`config.mk`:
```
export PLATFORM = sky130hd
export DESIGN_NAME = serial_frame_core
export DESIGN_NICKNAME = d
export VERILOG_FILES = /design/src/core/serial_cfg_pkg.sv /design/src/core/serial_frame_core.sv
export SDC_FILE = /design/constraint.sdc
export NUM_CORES = 1
export LEC_CHECK = 0
export BUFFER_PORTS_ARGS = -buffer_cell sky130_fd_sc_hd__buf_2
export CORE_MARGIN = 4
export CORE_UTILIZATION = 54
export CTS_CLUSTER_DIAMETER = 30
export DETAILED_ROUTE_END_ITERATION = 12
export GPL_TIMING_DRIVEN = 0
export PLACE_DENSITY = 0.84
export REMOVE_ABC_BUFFERS = 1
export SLEW_MARGIN = 20
export SYNTH_ARGS = -nofsm -noshare
export SYNTH_HDL_FRONTEND = slang
export SYNTH_SLANG_ARGS = --single-unit
```
`constraint.sdc`:
```
create_clock -name mclk -period 5.74 [get_ports mclk]
set_input_delay 0.574 -clock mclk [delete_from_list [all_inputs] [get_ports mclk]]
set_output_delay 0.574 -clock mclk [all_outputs]
set_load 0.02 [all_outputs]
```
`src/core/serial_cfg_pkg.sv`:
```
// Register map, field layout and constants of the serial frame block
`default_nettype none
package serial_cfg_pkg;
    // ------------------------------------------------------------
    // Register byte addresses
    // ------------------------------------------------------------
    localparam logic [7:0] ADDR_STATUS = 8'h00;
    localparam logic [7:0] ADDR_CTRL2 = 8'h04;
    localparam logic [7:0] ADDR_FRAME = 8'h08;
    localparam logic [7:0] ADDR_BAUD_HI = 8'h0c;
    localparam logic [7:0] ADDR_BAUD_LO = 8'h10;
    localparam logic [7:0] ADDR_DATA = 8'h14;
    // ------------------------------------------------------------
    // Status register bits
    // ------------------------------------------------------------
    localparam int ST_RX_DONE = 7;
    localparam int ST_TX_DONE = 6;
    localparam int ST_TX_READY = 5;
    localparam int ST_FRAME_ERR = 4;
    localparam int ST_PARITY_ERR = 2;
    localparam int ST_DOUBLE = 1;
    // ------------------------------------------------------------
    // Second control register bits
    // ------------------------------------------------------------
    localparam int C2_ENH_RX_STOP = 7;
    localparam int C2_ENHANCED = 6;
    localparam int C2_MANCHESTER = 5;
    localparam int C2_RX_EN = 4;
    localparam int C2_TX_EN = 3;
    localparam int C2_SIZE_HIGH = 2;
    localparam int C2_RX_BIT8 = 1;
    localparam int C2_TX_BIT8 = 0;
    localparam int BAUD_HI_W = 4;
    localparam logic [7:0] FRAME_RESET = 8'h06;
    // ------------------------------------------------------------
    // Parity codes, sizes and oversampling
    // ------------------------------------------------------------
    localparam logic [1:0] PAR_OFF = 2'h0;
    localparam logic [1:0] PAR_EVEN = 2'h2;
    localparam logic [1:0] PAR_ODD = 2'h3;
    localparam logic [2:0] SIZE_NINE_CODE = 3'h7;
    localparam logic [3:0] LEN_BASE = 4'h5;
    localparam logic [3:0] LEN_EIGHT = 4'h8;
    localparam logic [3:0] LEN_NINE = 4'h9;
    localparam logic [3:0] OS_LAST_NORMAL = 4'hf;
    localparam logic [3:0] OS_LAST_DOUBLE = 4'h7;
    localparam logic [3:0] OS_MID_NORMAL = 4'h7;
    localparam logic [3:0] OS_MID_DOUBLE = 4'h3;

    // Frame format control register layout
    typedef struct packed {
        logic reserved;
        logic syncModeSelect;
        logic [1:0] parityModeField;
        logic stopBitSelect;
        logic [1:0] charSizeLowBits;
        logic shiftClockPolarity;
    } frame_fmt_t;

    typedef enum logic [4:0] {
        TX_IDLE = 5'h01, TX_START = 5'h02, TX_DATA = 5'h04, TX_PAR = 5'h08, TX_STOP = 5'h10
    } tx_state_t;

    typedef enum logic [4:0] {
        RX_IDLE = 5'h01, RX_START = 5'h02, RX_DATA = 5'h04, RX_PAR = 5'h08, RX_STOP = 5'h10
    } rx_state_t;
endpackage : serial_cfg_pkg
`default_nettype wire

```
`src/core/serial_frame_core.sv`:
```
// Serial transceiver with frame format and baud divisor registers on APB
`default_nettype none
module serial_frame_core (
    input wire logic mclk,
    input wire logic rst_b,
    input wire logic psel,
    input wire logic penable,
    input wire logic pwrite,
    input wire logic [7:0] paddr,
    input wire logic [31:0] pwdata,
    output logic [31:0] prdata,
    output logic pready,
    output logic pslverr,
    input wire logic serialRxPin,
    input wire logic externalShiftClock,
    output logic serialTxPin
);
    // ------------------------------------------------------------
    // Helpers
    // ------------------------------------------------------------
    // Frame length from the size bits; reserved codes fall back to eight
    function automatic logic [3:0] frameLen(input logic [2:0] code, input logic enh);
        if (enh) begin
            return serial_cfg_pkg::LEN_EIGHT;
        end else if (code == serial_cfg_pkg::SIZE_NINE_CODE) begin
            return serial_cfg_pkg::LEN_NINE;
        end else if (!code[2]) begin
            return serial_cfg_pkg::LEN_BASE + {2'h0, code[1:0]};
        end
        return serial_cfg_pkg::LEN_EIGHT;
    endfunction : frameLen

    // Parity over the first len bits; odd inverts the even result
    function automatic logic parityOf(input logic [8:0] d, input logic [3:0] len,
                                      input logic odd);
        logic p;
        p = odd;
        for (int i = 0; i < 9; i++) begin
            if (4'(i) < len) begin
                p = p ^ d[i];
            end
        end
        return p;
    endfunction : parityOf

    // ------------------------------------------------------------
    // Registers and derived configuration
    // ------------------------------------------------------------
    serial_cfg_pkg::frame_fmt_t frame_q;
    serial_cfg_pkg::tx_state_t txState_q;
    serial_cfg_pkg::rx_state_t rxState_q;
    logic [7:0] ctrl2_q;
    logic [3:0] baudHi_q;
    logic [7:0] baudLo_q;
    logic doubleSpeed_q, rxDone_q, txDone_q, frameErr_q, parityErr_q;
    logic [11:0] presCnt_q;
    logic [3:0] txOs_q, rxOs_q, txCnt_q, rxCnt_q;
    logic [8:0] txShift_q, rxShift_q, rxData_q;
    logic txPend_q, txParBit_q, txStop2nd_q, rxStop2nd_q, rxParBit_q, rxFrameBad_q;
    logic [2:0] rxSync_q, clkSync_q;
    logic rxLine_q, rxPrev_q, clkLine_q, clkPrev_q;

    logic [11:0] divisor;
    logic [3:0] charLen, osLast, osMid;
    logic parityOn, parityOdd, enhanced, syncMode;
    logic apbSetup, apbWrite, apbRead, presTick, txStep, rxSample, clkRise, clkFall;

    assign enhanced = ctrl2_q[serial_cfg_pkg::C2_ENHANCED];
    assign syncMode = frame_q.syncModeSelect;
    assign divisor = {baudHi_q, baudLo_q};
    assign charLen = frameLen({ctrl2_q[serial_cfg_pkg::C2_SIZE_HIGH], frame_q.charSizeLowBits},
                              enhanced);
    // Manchester suppresses parity in enhanced mode only; 01 is reserved and treated as off
    assign parityOn = frame_q.parityModeField[1]
                      && !(enhanced && ctrl2_q[serial_cfg_pkg::C2_MANCHESTER]);
    assign parityOdd = (frame_q.parityModeField == serial_cfg_pkg::PAR_ODD);
    // Double speed only matters asynchronously; the polarity bit is assumed zero there
    assign osLast = doubleSpeed_q ? serial_cfg_pkg::OS_LAST_DOUBLE
                                  : serial_cfg_pkg::OS_LAST_NORMAL;
    assign osMid = doubleSpeed_q ? serial_cfg_pkg::OS_MID_DOUBLE : serial_cfg_pkg::OS_MID_NORMAL;

    // ------------------------------------------------------------
    // APB slave, zero wait states
    // ------------------------------------------------------------
    assign apbSetup = psel && !penable;
    assign apbWrite = psel && penable && pready && pwrite;
    assign apbRead = psel && penable && pready && !pwrite;

    // Ready raised for the single access cycle after each setup
    always_ff @(posedge mclk or negedge rst_b) begin
        if (!rst_b) begin
            pready <= 1'b0;
            pslverr <= 1'b0;
        end else begin
            pready <= apbSetup;
            pslverr <= apbSetup && !(paddr inside {serial_cfg_pkg::ADDR_STATUS,
                serial_cfg_pkg::ADDR_CTRL2, serial_cfg_pkg::ADDR_FRAME,
                serial_cfg_pkg::ADDR_BAUD_HI, serial_cfg_pkg::ADDR_BAUD_LO,
                serial_cfg_pkg::ADDR_DATA});
        end
    end

    // Read data captured in the setup cycle so it comes from a flop
    always_ff @(posedge mclk or negedge rst_b) begin
        if (!rst_b) begin
            prdata <= 32'h0;
        end else if (apbSetup && !pwrite) begin
            unique case (paddr)
                serial_cfg_pkg::ADDR_STATUS: prdata <= {24'h0, rxDone_q, txDone_q,
                    txPend_q == 1'b0 && txState_q == serial_cfg_pkg::TX_IDLE, frameErr_q,
                    1'b0, parityErr_q, doubleSpeed_q, 1'b0};
                serial_cfg_pkg::ADDR_CTRL2: prdata <= {24'h0, ctrl2_q[7:2], rxData_q[8],
                    ctrl2_q[0]};
                serial_cfg_pkg::ADDR_FRAME: prdata <= {24'h0, frame_q};
                serial_cfg_pkg::ADDR_BAUD_HI: prdata <= {28'h0, baudHi_q};
                serial_cfg_pkg::ADDR_BAUD_LO: prdata <= {24'h0, baudLo_q};
                serial_cfg_pkg::ADDR_DATA: prdata <= {24'h0, rxData_q[7:0]};
                default: prdata <= 32'h0;
            endcase
        end
    end

    // Configuration registers; upper divisor bits are never stored
    always_ff @(posedge mclk or negedge rst_b) begin
        if (!rst_b) begin
            frame_q <= serial_cfg_pkg::FRAME_RESET;
            ctrl2_q <= 8'h0;
            baudHi_q <= 4'h0;
            baudLo_q <= 8'h0;
            doubleSpeed_q <= 1'b0;
        end else if (apbWrite) begin
            unique case (paddr)
                serial_cfg_pkg::ADDR_STATUS: doubleSpeed_q <= pwdata[serial_cfg_pkg::ST_DOUBLE];
                serial_cfg_pkg::ADDR_CTRL2: ctrl2_q <= pwdata[7:0];
                serial_cfg_pkg::ADDR_FRAME: frame_q <= pwdata[7:0];
                serial_cfg_pkg::ADDR_BAUD_HI: baudHi_q <= pwdata[3:0];
                serial_cfg_pkg::ADDR_BAUD_LO: baudLo_q <= pwdata[7:0];
                default: ;
            endcase
        end
    end

    // ------------------------------------------------------------
    // Pin synchronisers: three flops, change accepted when last two agree
    // ------------------------------------------------------------
    always_ff @(posedge mclk or negedge rst_b) begin
        if (!rst_b) begin
            rxSync_q <= 3'h7;
            clkSync_q <= 3'h0;
            rxLine_q <= 1'b1;
            rxPrev_q <= 1'b1;
            clkLine_q <= 1'b0;
            clkPrev_q <= 1'b0;
        end else begin
            rxSync_q <= {rxSync_q[1:0], serialRxPin};
            clkSync_q <= {clkSync_q[1:0], externalShiftClock};
            if (rxSync_q[1] == rxSync_q[2]) rxLine_q <= rxSync_q[2];
            if (clkSync_q[1] == clkSync_q[2]) clkLine_q <= clkSync_q[2];
            rxPrev_q <= rxLine_q;
            clkPrev_q <= clkLine_q;
        end
    end

    assign clkRise = clkLine_q && !clkPrev_q;
    assign clkFall = !clkLine_q && clkPrev_q;

    // ------------------------------------------------------------
    // Baud prescaler and oversampling
    // ------------------------------------------------------------
    assign presTick = (presCnt_q == 12'h0);

    // Reload on a low-byte write too, so a new rate starts cleanly
    always_ff @(posedge mclk or negedge rst_b) begin
        if (!rst_b) begin
            presCnt_q <= 12'h0;
        end else if (apbWrite && paddr == serial_cfg_pkg::ADDR_BAUD_LO) begin
            presCnt_q <= {baudHi_q, pwdata[7:0]};
        end else if (presTick) begin
            presCnt_q <= divisor;
        end else begin
            presCnt_q <= presCnt_q - 12'h1;
        end
    end

    // Transmit oversample counter runs freely; a divisor change mid-frame shears bits
    always_ff @(posedge mclk or negedge rst_b) begin
        if (!rst_b) begin
            txOs_q <= 4'h0;
        end else if (presTick) begin
            txOs_q <= (txOs_q >= osLast) ? 4'h0 : txOs_q + 4'h1;
        end
    end

    // Synchronous: change on rising edge at polarity 0, falling at 1
    assign txStep = syncMode ? (frame_q.shiftClockPolarity ? clkFall : clkRise)
                             : (presTick && txOs_q == osLast);
    assign rxSample = syncMode ? (frame_q.shiftClockPolarity ? clkRise : clkFall)
                               : (presTick && rxOs_q == osMid);

    // ------------------------------------------------------------
    // Transmitter
    // ------------------------------------------------------------
    always_ff @(posedge mclk or negedge rst_b) begin
        if (!rst_b) begin
            txPend_q <= 1'b0;
            txShift_q <= 9'h0;
            txParBit_q <= 1'b0;
        end else if (apbWrite && paddr == serial_cfg_pkg::ADDR_DATA
                     && !txPend_q && txState_q == serial_cfg_pkg::TX_IDLE
                     && ctrl2_q[serial_cfg_pkg::C2_TX_EN]) begin
            txPend_q <= 1'b1;
            txShift_q <= {ctrl2_q[serial_cfg_pkg::C2_TX_BIT8], pwdata[7:0]};
            txParBit_q <= parityOf({ctrl2_q[serial_cfg_pkg::C2_TX_BIT8], pwdata[7:0]},
                                   charLen, parityOdd);
        end else if (txStep && txState_q == serial_cfg_pkg::TX_IDLE) begin
            txPend_q <= 1'b0;
        end else if (txStep && txState_q != serial_cfg_pkg::TX_IDLE) begin
            txShift_q <= {1'b0, txShift_q[8:1]};
        end
    end

    // Frame sequencer, one step per bit period
    always_ff @(posedge mclk or negedge rst_b) begin
        if (!rst_b) begin
            txState_q <= serial_cfg_pkg::TX_IDLE;
            serialTxPin <= 1'b1;
            txCnt_q <= 4'h0;
            txStop2nd_q <= 1'b0;
        end else if (txStep) begin
            unique case (txState_q)
                serial_cfg_pkg::TX_IDLE: if (txPend_q) begin
                    txState_q <= serial_cfg_pkg::TX_START;
                    serialTxPin <= 1'b0;
                end
                serial_cfg_pkg::TX_START: begin
                    txState_q <= serial_cfg_pkg::TX_DATA;
                    serialTxPin <= txShift_q[0];
                    txCnt_q <= 4'h1;
                end
                serial_cfg_pkg::TX_DATA: if (txCnt_q >= charLen) begin
                    txState_q <= parityOn ? serial_cfg_pkg::TX_PAR : serial_cfg_pkg::TX_STOP;
                    serialTxPin <= parityOn ? txParBit_q : 1'b1;
                    txStop2nd_q <= 1'b0;
                end else begin
                    serialTxPin <= txShift_q[0];
                    txCnt_q <= txCnt_q + 4'h1;
                end
                serial_cfg_pkg::TX_PAR: begin
                    txState_q <= serial_cfg_pkg::TX_STOP;
                    serialTxPin <= 1'b1;
                    txStop2nd_q <= 1'b0;
                end
                serial_cfg_pkg::TX_STOP: if (frame_q.stopBitSelect && !txStop2nd_q) begin
                    txStop2nd_q <= 1'b1;
                end else begin
                    txState_q <= serial_cfg_pkg::TX_IDLE;
                end
            endcase
        end
    end

    // ------------------------------------------------------------
    // Receiver
    // ------------------------------------------------------------
    // Oversample phase restarts at the start edge so samples land mid-bit
    always_ff @(posedge mclk or negedge rst_b) begin
        if (!rst_b) begin
            rxOs_q <= 4'h0;
        end else if (rxState_q == serial_cfg_pkg::RX_IDLE) begin
            rxOs_q <= 4'h0;
        end else if (presTick) begin
            rxOs_q <= (rxOs_q >= osLast) ? 4'h0 : rxOs_q + 4'h1;
        end
    end

    always_ff @(posedge mclk or negedge rst_b) begin
        if (!rst_b) begin
            rxState_q <= serial_cfg_pkg::RX_IDLE;
            rxCnt_q <= 4'h0;
            rxShift_q <= 9'h0;
            rxParBit_q <= 1'b0;
            rxStop2nd_q <= 1'b0;
            rxFrameBad_q <= 1'b0;
        end else if (!ctrl2_q[serial_cfg_pkg::C2_RX_EN]) begin
            rxState_q <= serial_cfg_pkg::RX_IDLE;
        end else begin
            unique case (rxState_q)
                serial_cfg_pkg::RX_IDLE: begin
                    rxCnt_q <= 4'h0;
                    rxShift_q <= 9'h0;
                    rxStop2nd_q <= 1'b0;
                    if (!syncMode && rxPrev_q && !rxLine_q) begin
                        rxState_q <= serial_cfg_pkg::RX_START;
                    end else if (syncMode && rxSample && !rxLine_q) begin
                        rxState_q <= serial_cfg_pkg::RX_DATA;
                    end
                end
                serial_cfg_pkg::RX_START: if (rxSample) begin
                    rxState_q <= rxLine_q ? serial_cfg_pkg::RX_IDLE : serial_cfg_pkg::RX_DATA;
                end
                serial_cfg_pkg::RX_DATA: if (rxSample) begin
                    rxShift_q[rxCnt_q] <= rxLine_q;
                    rxCnt_q <= rxCnt_q + 4'h1;
                    if (rxCnt_q + 4'h1 >= charLen) begin
                        rxState_q <= parityOn ? serial_cfg_pkg::RX_PAR : serial_cfg_pkg::RX_STOP;
                    end
                end
                serial_cfg_pkg::RX_PAR: if (rxSample) begin
                    rxParBit_q <= rxLine_q;
                    rxState_q <= serial_cfg_pkg::RX_STOP;
                end
                serial_cfg_pkg::RX_STOP: if (rxSample) begin
                    // Stop select is ignored; only the enhanced receive-stop bit, with enhanced mode set, adds a second stop
                    if (!rxStop2nd_q) rxFrameBad_q <= !rxLine_q;
                    if (enhanced && ctrl2_q[serial_cfg_pkg::C2_ENH_RX_STOP]
                        && !rxStop2nd_q) begin
                        rxStop2nd_q <= 1'b1;
                    end else begin
                        rxState_q <= serial_cfg_pkg::RX_IDLE;
                    end
                end
            endcase
        end
    end

    logic rxFinish;
    assign rxFinish = rxSample && rxState_q == serial_cfg_pkg::RX_STOP
        && ctrl2_q[serial_cfg_pkg::C2_RX_EN]
        && !(enhanced && ctrl2_q[serial_cfg_pkg::C2_ENH_RX_STOP] && !rxStop2nd_q);

    // Received word and its flags; a new frame wins over a same-cycle clear
    always_ff @(posedge mclk or negedge rst_b) begin
        if (!rst_b) begin
            rxData_q <= 9'h0;
            rxDone_q <= 1'b0;
            frameErr_q <= 1'b0;
            parityErr_q <= 1'b0;
        end else if (rxFinish) begin
            rxData_q <= rxShift_q;
            rxDone_q <= 1'b1;
            frameErr_q <= rxStop2nd_q ? rxFrameBad_q : !rxLine_q;
            parityErr_q <= parityOn
                && (parityOf(rxShift_q, charLen, parityOdd) != rxParBit_q);
        end else if (apbRead && paddr == serial_cfg_pkg::ADDR_DATA) begin
            rxDone_q <= 1'b0;
        end
    end

    // Transmit-complete flag, write one to clear; completion wins
    always_ff @(posedge mclk or negedge rst_b) begin
        if (!rst_b) begin
            txDone_q <= 1'b0;
        end else if (txStep && txState_q == serial_cfg_pkg::TX_STOP
                     && !(frame_q.stopBitSelect && !txStop2nd_q)) begin
            txDone_q <= 1'b1;
        end else if (apbWrite && paddr == serial_cfg_pkg::ADDR_STATUS
                     && pwdata[serial_cfg_pkg::ST_TX_DONE]) begin
            txDone_q <= 1'b0;
        end
    end

    // ------------------------------------------------------------
    // Checks
    // ------------------------------------------------------------
    chk_baud_reload: assert property (@(posedge mclk) disable iff (!rst_b)
        apbWrite && paddr == serial_cfg_pkg::ADDR_BAUD_LO |=> presCnt_q == divisor)
        else $error("prescaler not reloaded by low divisor write");
    chk_hi_reads_zero: assert property (@(posedge mclk) disable iff (!rst_b)
        apbSetup && !pwrite && paddr == serial_cfg_pkg::ADDR_BAUD_HI |=> prdata[31:4] == 28'h0)
        else $error("reserved divisor bits read nonzero");
    chk_parity_bit: assert property (@(posedge mclk) disable iff (!rst_b)
        txState_q == serial_cfg_pkg::TX_PAR |-> serialTxPin == txParBit_q && parityOn)
        else $error("parity bit wrong on line");
    chk_stop_high: assert property (@(posedge mclk) disable iff (!rst_b)
        txState_q == serial_cfg_pkg::TX_STOP |-> serialTxPin)
        else $error("stop bit not high");
    chk_two_stops: assert property (@(posedge mclk) disable iff (!rst_b)
        $rose(txStop2nd_q) |-> frame_q.stopBitSelect && txState_q == serial_cfg_pkg::TX_STOP)
        else $error("second stop without two-stop select");
    chk_enh_length: assert property (@(posedge mclk) disable iff (!rst_b)
        enhanced |-> charLen == serial_cfg_pkg::LEN_EIGHT)
        else $error("size bits affected enhanced frame length");
    chk_parity_flag: assert property (@(posedge mclk) disable iff (!rst_b)
        $rose(parityErr_q) |-> $past(parityOn && rxState_q == serial_cfg_pkg::RX_STOP))
        else $error("parity error flag without checked frame");
    chk_sync_edge: assert property (@(posedge mclk) disable iff (!rst_b)
        syncMode && $past(syncMode) && $changed(txState_q)
        |-> $past(frame_q.shiftClockPolarity ? clkFall : clkRise))
        else $error("transmit moved on the wrong shift clock edge");
    chk_async_rate: assert property (@(posedge mclk) disable iff (!rst_b)
        !syncMode && $past(!syncMode) && $changed(txState_q)
        |-> $past(presTick && txOs_q == osLast))
        else $error("transmit moved off the oversampled bit boundary");
endmodule : serial_frame_core
`default_nettype wire

```
==> run metrics <==
initial antenna violation count 0; DP HPWL 11420 um; Max stage delay cell, worst path o31a_1; vias post-DR 5509; fraction of layout cells with a size suffix above 1 17.70%; top cells by area, synth dfrtp_1 (41%), mux2_2 (5.7%), o21ai_0 (4.4%), nand2_1 (4.3%), dfstp_2 (3.8%); synthesized flop and latch total 124; drt wl/cell 18.16 um; CTS Hold Bufs 0; root buffer cell clkbuf_16; Final setup viols 0; number of hold-slack violations in the final timing report 0; Final Max Tran Viols 0; clk_skew 0.006711 ns; register area share after synthesis 44.97%; top_reg_cell synth dfrtp_1; Diodes inserted 0; min Tclk post-route 3.122 ns; Post-Layout Inst Area 0.007751 sq mm; EDFF count, synth 0; Sink Count 124; dominant cell type by area after synthesis dfrtp_1; Avg Cell Area, Syn 9.911 sq um; clk slew on worst S/H paths 0.06 ns; crit-path max FO 26; CP startpoint kind flop; dpl cells 880; synthesis warning total 0; Die X 121.3 um; max_slew headroom 44.87%; largest net degree at the start of global routing 64; peak supply drop 0.0002156 V; Synth Cell Area 0.006928 sq mm; Crit path required time 6.05 ns; Setup crit end kind flop; setup bufs post-CTS 0; power per cell area 285.0 mW/mm^2; total track usage 23.44%; 1st-iter DRT viols 737; Synth cell types 76; DRT Wirelength 16560 um; ys async rst share 100.0%; Inserted Clock Buffers 17; DR DRC count 0; Cell Rows 41; Initial Util 55.12%; max_cap viols 0; Detail Route Antenna Nets 0; CTS tree built; Die Y 121.3 um; Worst-Margin Slew 0.8214 ns; core area 0.01257 sq mm; Clock Path Buffers 2; non-filler cells, final 912; Synth-to-Final Area Change 11.88%; RSZ-0062 raised after global routing false; Post-Syn Instances 699; RD Place Congestion 0.9170; GR Overflow Total 0; nets 794; Crit Path Category flop to flop; outcome completed; CP top delay family simple AND/OR/NAND/NOR gates; Largest stage delay, worst path 0.65 ns; Worst-Skew Late Latency 0.43 ns; hold slack 0.1412 ns; PortBufs 33; final worst-path cycle share 54.38%; post-synth top area share 41.18%; Placement Cell Area 0.007138 sq mm; first-pass GRT wire length 26980 um; number of global-route vias before repair 5488; H-tree Lvls 4; FMAX 320.3 MHz; Leak 3.540 nW; Ports 82; Pre-antenna DRT Iters 5; die area 0.01471 sq mm; via/cell ratio 6.041; cell chain of the critical path or4_4, nand4b_4, o31a_1, nand2b_4, nor3_4, mux2_2; Hold Path Class input port to asynchronous set/reset pin; Crit path arrival time 3.44 ns; CP bufs+invs 0; Gates resized, CTS repair 0; setup TNS 0 ns
## metal layers
metal	GRT usage (%)	wire (um)	up-vias
met5	0	0	-
met4	10.92	566	0
met3	4.569	1080	54
met2	39.77	8203	267
met1	28.88	6712	2669
li1	-	-	2519
## worst paths after layout
path	from	endpoint	slack, ns	depth (start not counted)
worst max-delay path	presCnt_q[7]	txState_q[2]	2.62	6
worst min-delay path	rst_b	clkSync_q[1]	0.14	1
worst max register to register	presCnt_q[7]	txState_q[2]	2.62	6
worst min register to register	clkSync_q[0]	clkSync_q[1]	0.35	0
max in group asynchronous	rst_b	txState_q[0]	4.85	2
min in group mclk	serialRxPin	rxSync_q[0]	0.24	1
## power by group
part / switching [mW] / internal (mW)
Combinational: 0.0927 / 0.0584
Clock: 0.397 / 0.715
Sequential: 0.0405 / 0.905
## final cells by class
cell class	count	area (sq um)
repair buffers	34	198.9
inverters	25	93.84
flip-flops and latches	124	3115
clock inverters	10	138.9
fillers	970	4817
well taps	172	215.2
clock buffers	22	474.2
multi-input cells	525	3515
## cells in the final DEF (no fill, tap or decap), drive strengths merged, types with 15 or more instances in the layout
| cell type | synthesis | final |
|---|---|---|
| dfrtp | 114 | 114 |
| nand2 | 80 | 80 |
| o21ai | 62 | 62 |
| nor2 | 51 | 51 |
| a21oi | 39 | 39 |
| mux2 | 35 | 35 |
| buf | 33 | 34 |
| inv | 24 | 24 |
| conb | 1 | 24 |
| clkbuf | 15 | 22 |
| ha | 20 | 20 |
| xnor2 | 19 | 19 |
| nor3 | 16 | 16 |
| nand3 | 15 | 15 |
## state kept, by name, summed over array words and instances (netlist names), 3 cells and up
signal,cells
baudHi_q,4
baudLo_q,8
clkSync_q,3
ctrl2_q,7
frame_q,7
prdata,8
presCnt_q,12
rxCnt_q,4
rxData_q,9
rxOs_q,4
rxShift_q,9
rxState_q,5
rxSync_q,3
txCnt_q,4
txOs_q,4
txShift_q,9
txState_q,5
## per-stage QoR
| step | worst slack (ns) | power [mW] | utilization (%) |
|---|---|---|---|
| 6_report | 2.618 | 2.209 | 61.67 |
| 5_1_grt | 2.422 | 2.274 | 61.67 |
| 4_1_cts | 2.635 | 2.216 | 61.67 |
| 3_5_place_dp | 2.594 | 1.108 | 56.79 |
| 3_3_place_gp | 2.595 | 1.098 | 56.53 |
| 2_1_floorplan | 3.055 | 1.047 | - |
## synth_stat cells, types with 4 or more instances
master and n:
xnor2_1 19, a22oi_1 4, ha_1 20, a21o_1 8, dfstp_2 10, nand2_1 80
buf_4 24, a211oi_1 4, o21ai_0 61, dfrtp_1 114, xor2_1 5, mux2_2 35
clkbuf_1 15, inv_1 24, o31ai_1 10, mux2i_1 14, nand3b_1 6, nor3_1 14
nor2b_1 6, nor3b_1 4, a22o_1 7, buf_2 4, nor2_1 50, and2_1 6
nand3_1 15, a21oi_1 39, nand4_1 5, a31oi_1 9, nand2b_1 7, o22ai_1 4
and3_1 7
## kinds of logic after synthesis
| logic type | count (synthesis) | synth area share [%] |
|---|---|---|
| xor gates and xnor gates | 26 | 3.684 |
| DFF | 124 | 44.97 |
| adders and majority gates | 22 | 3.901 |
| and+or+nand+nor | 229 | 17.68 |
| AOI/OAI and AO/OA | 172 | 15.48 |
| muxes | 52 | 8.687 |
| buffers and inverters | 73 | 5.544 |
| other | 1 | 0.05413 |
Power figures use the tool's default switching activity.
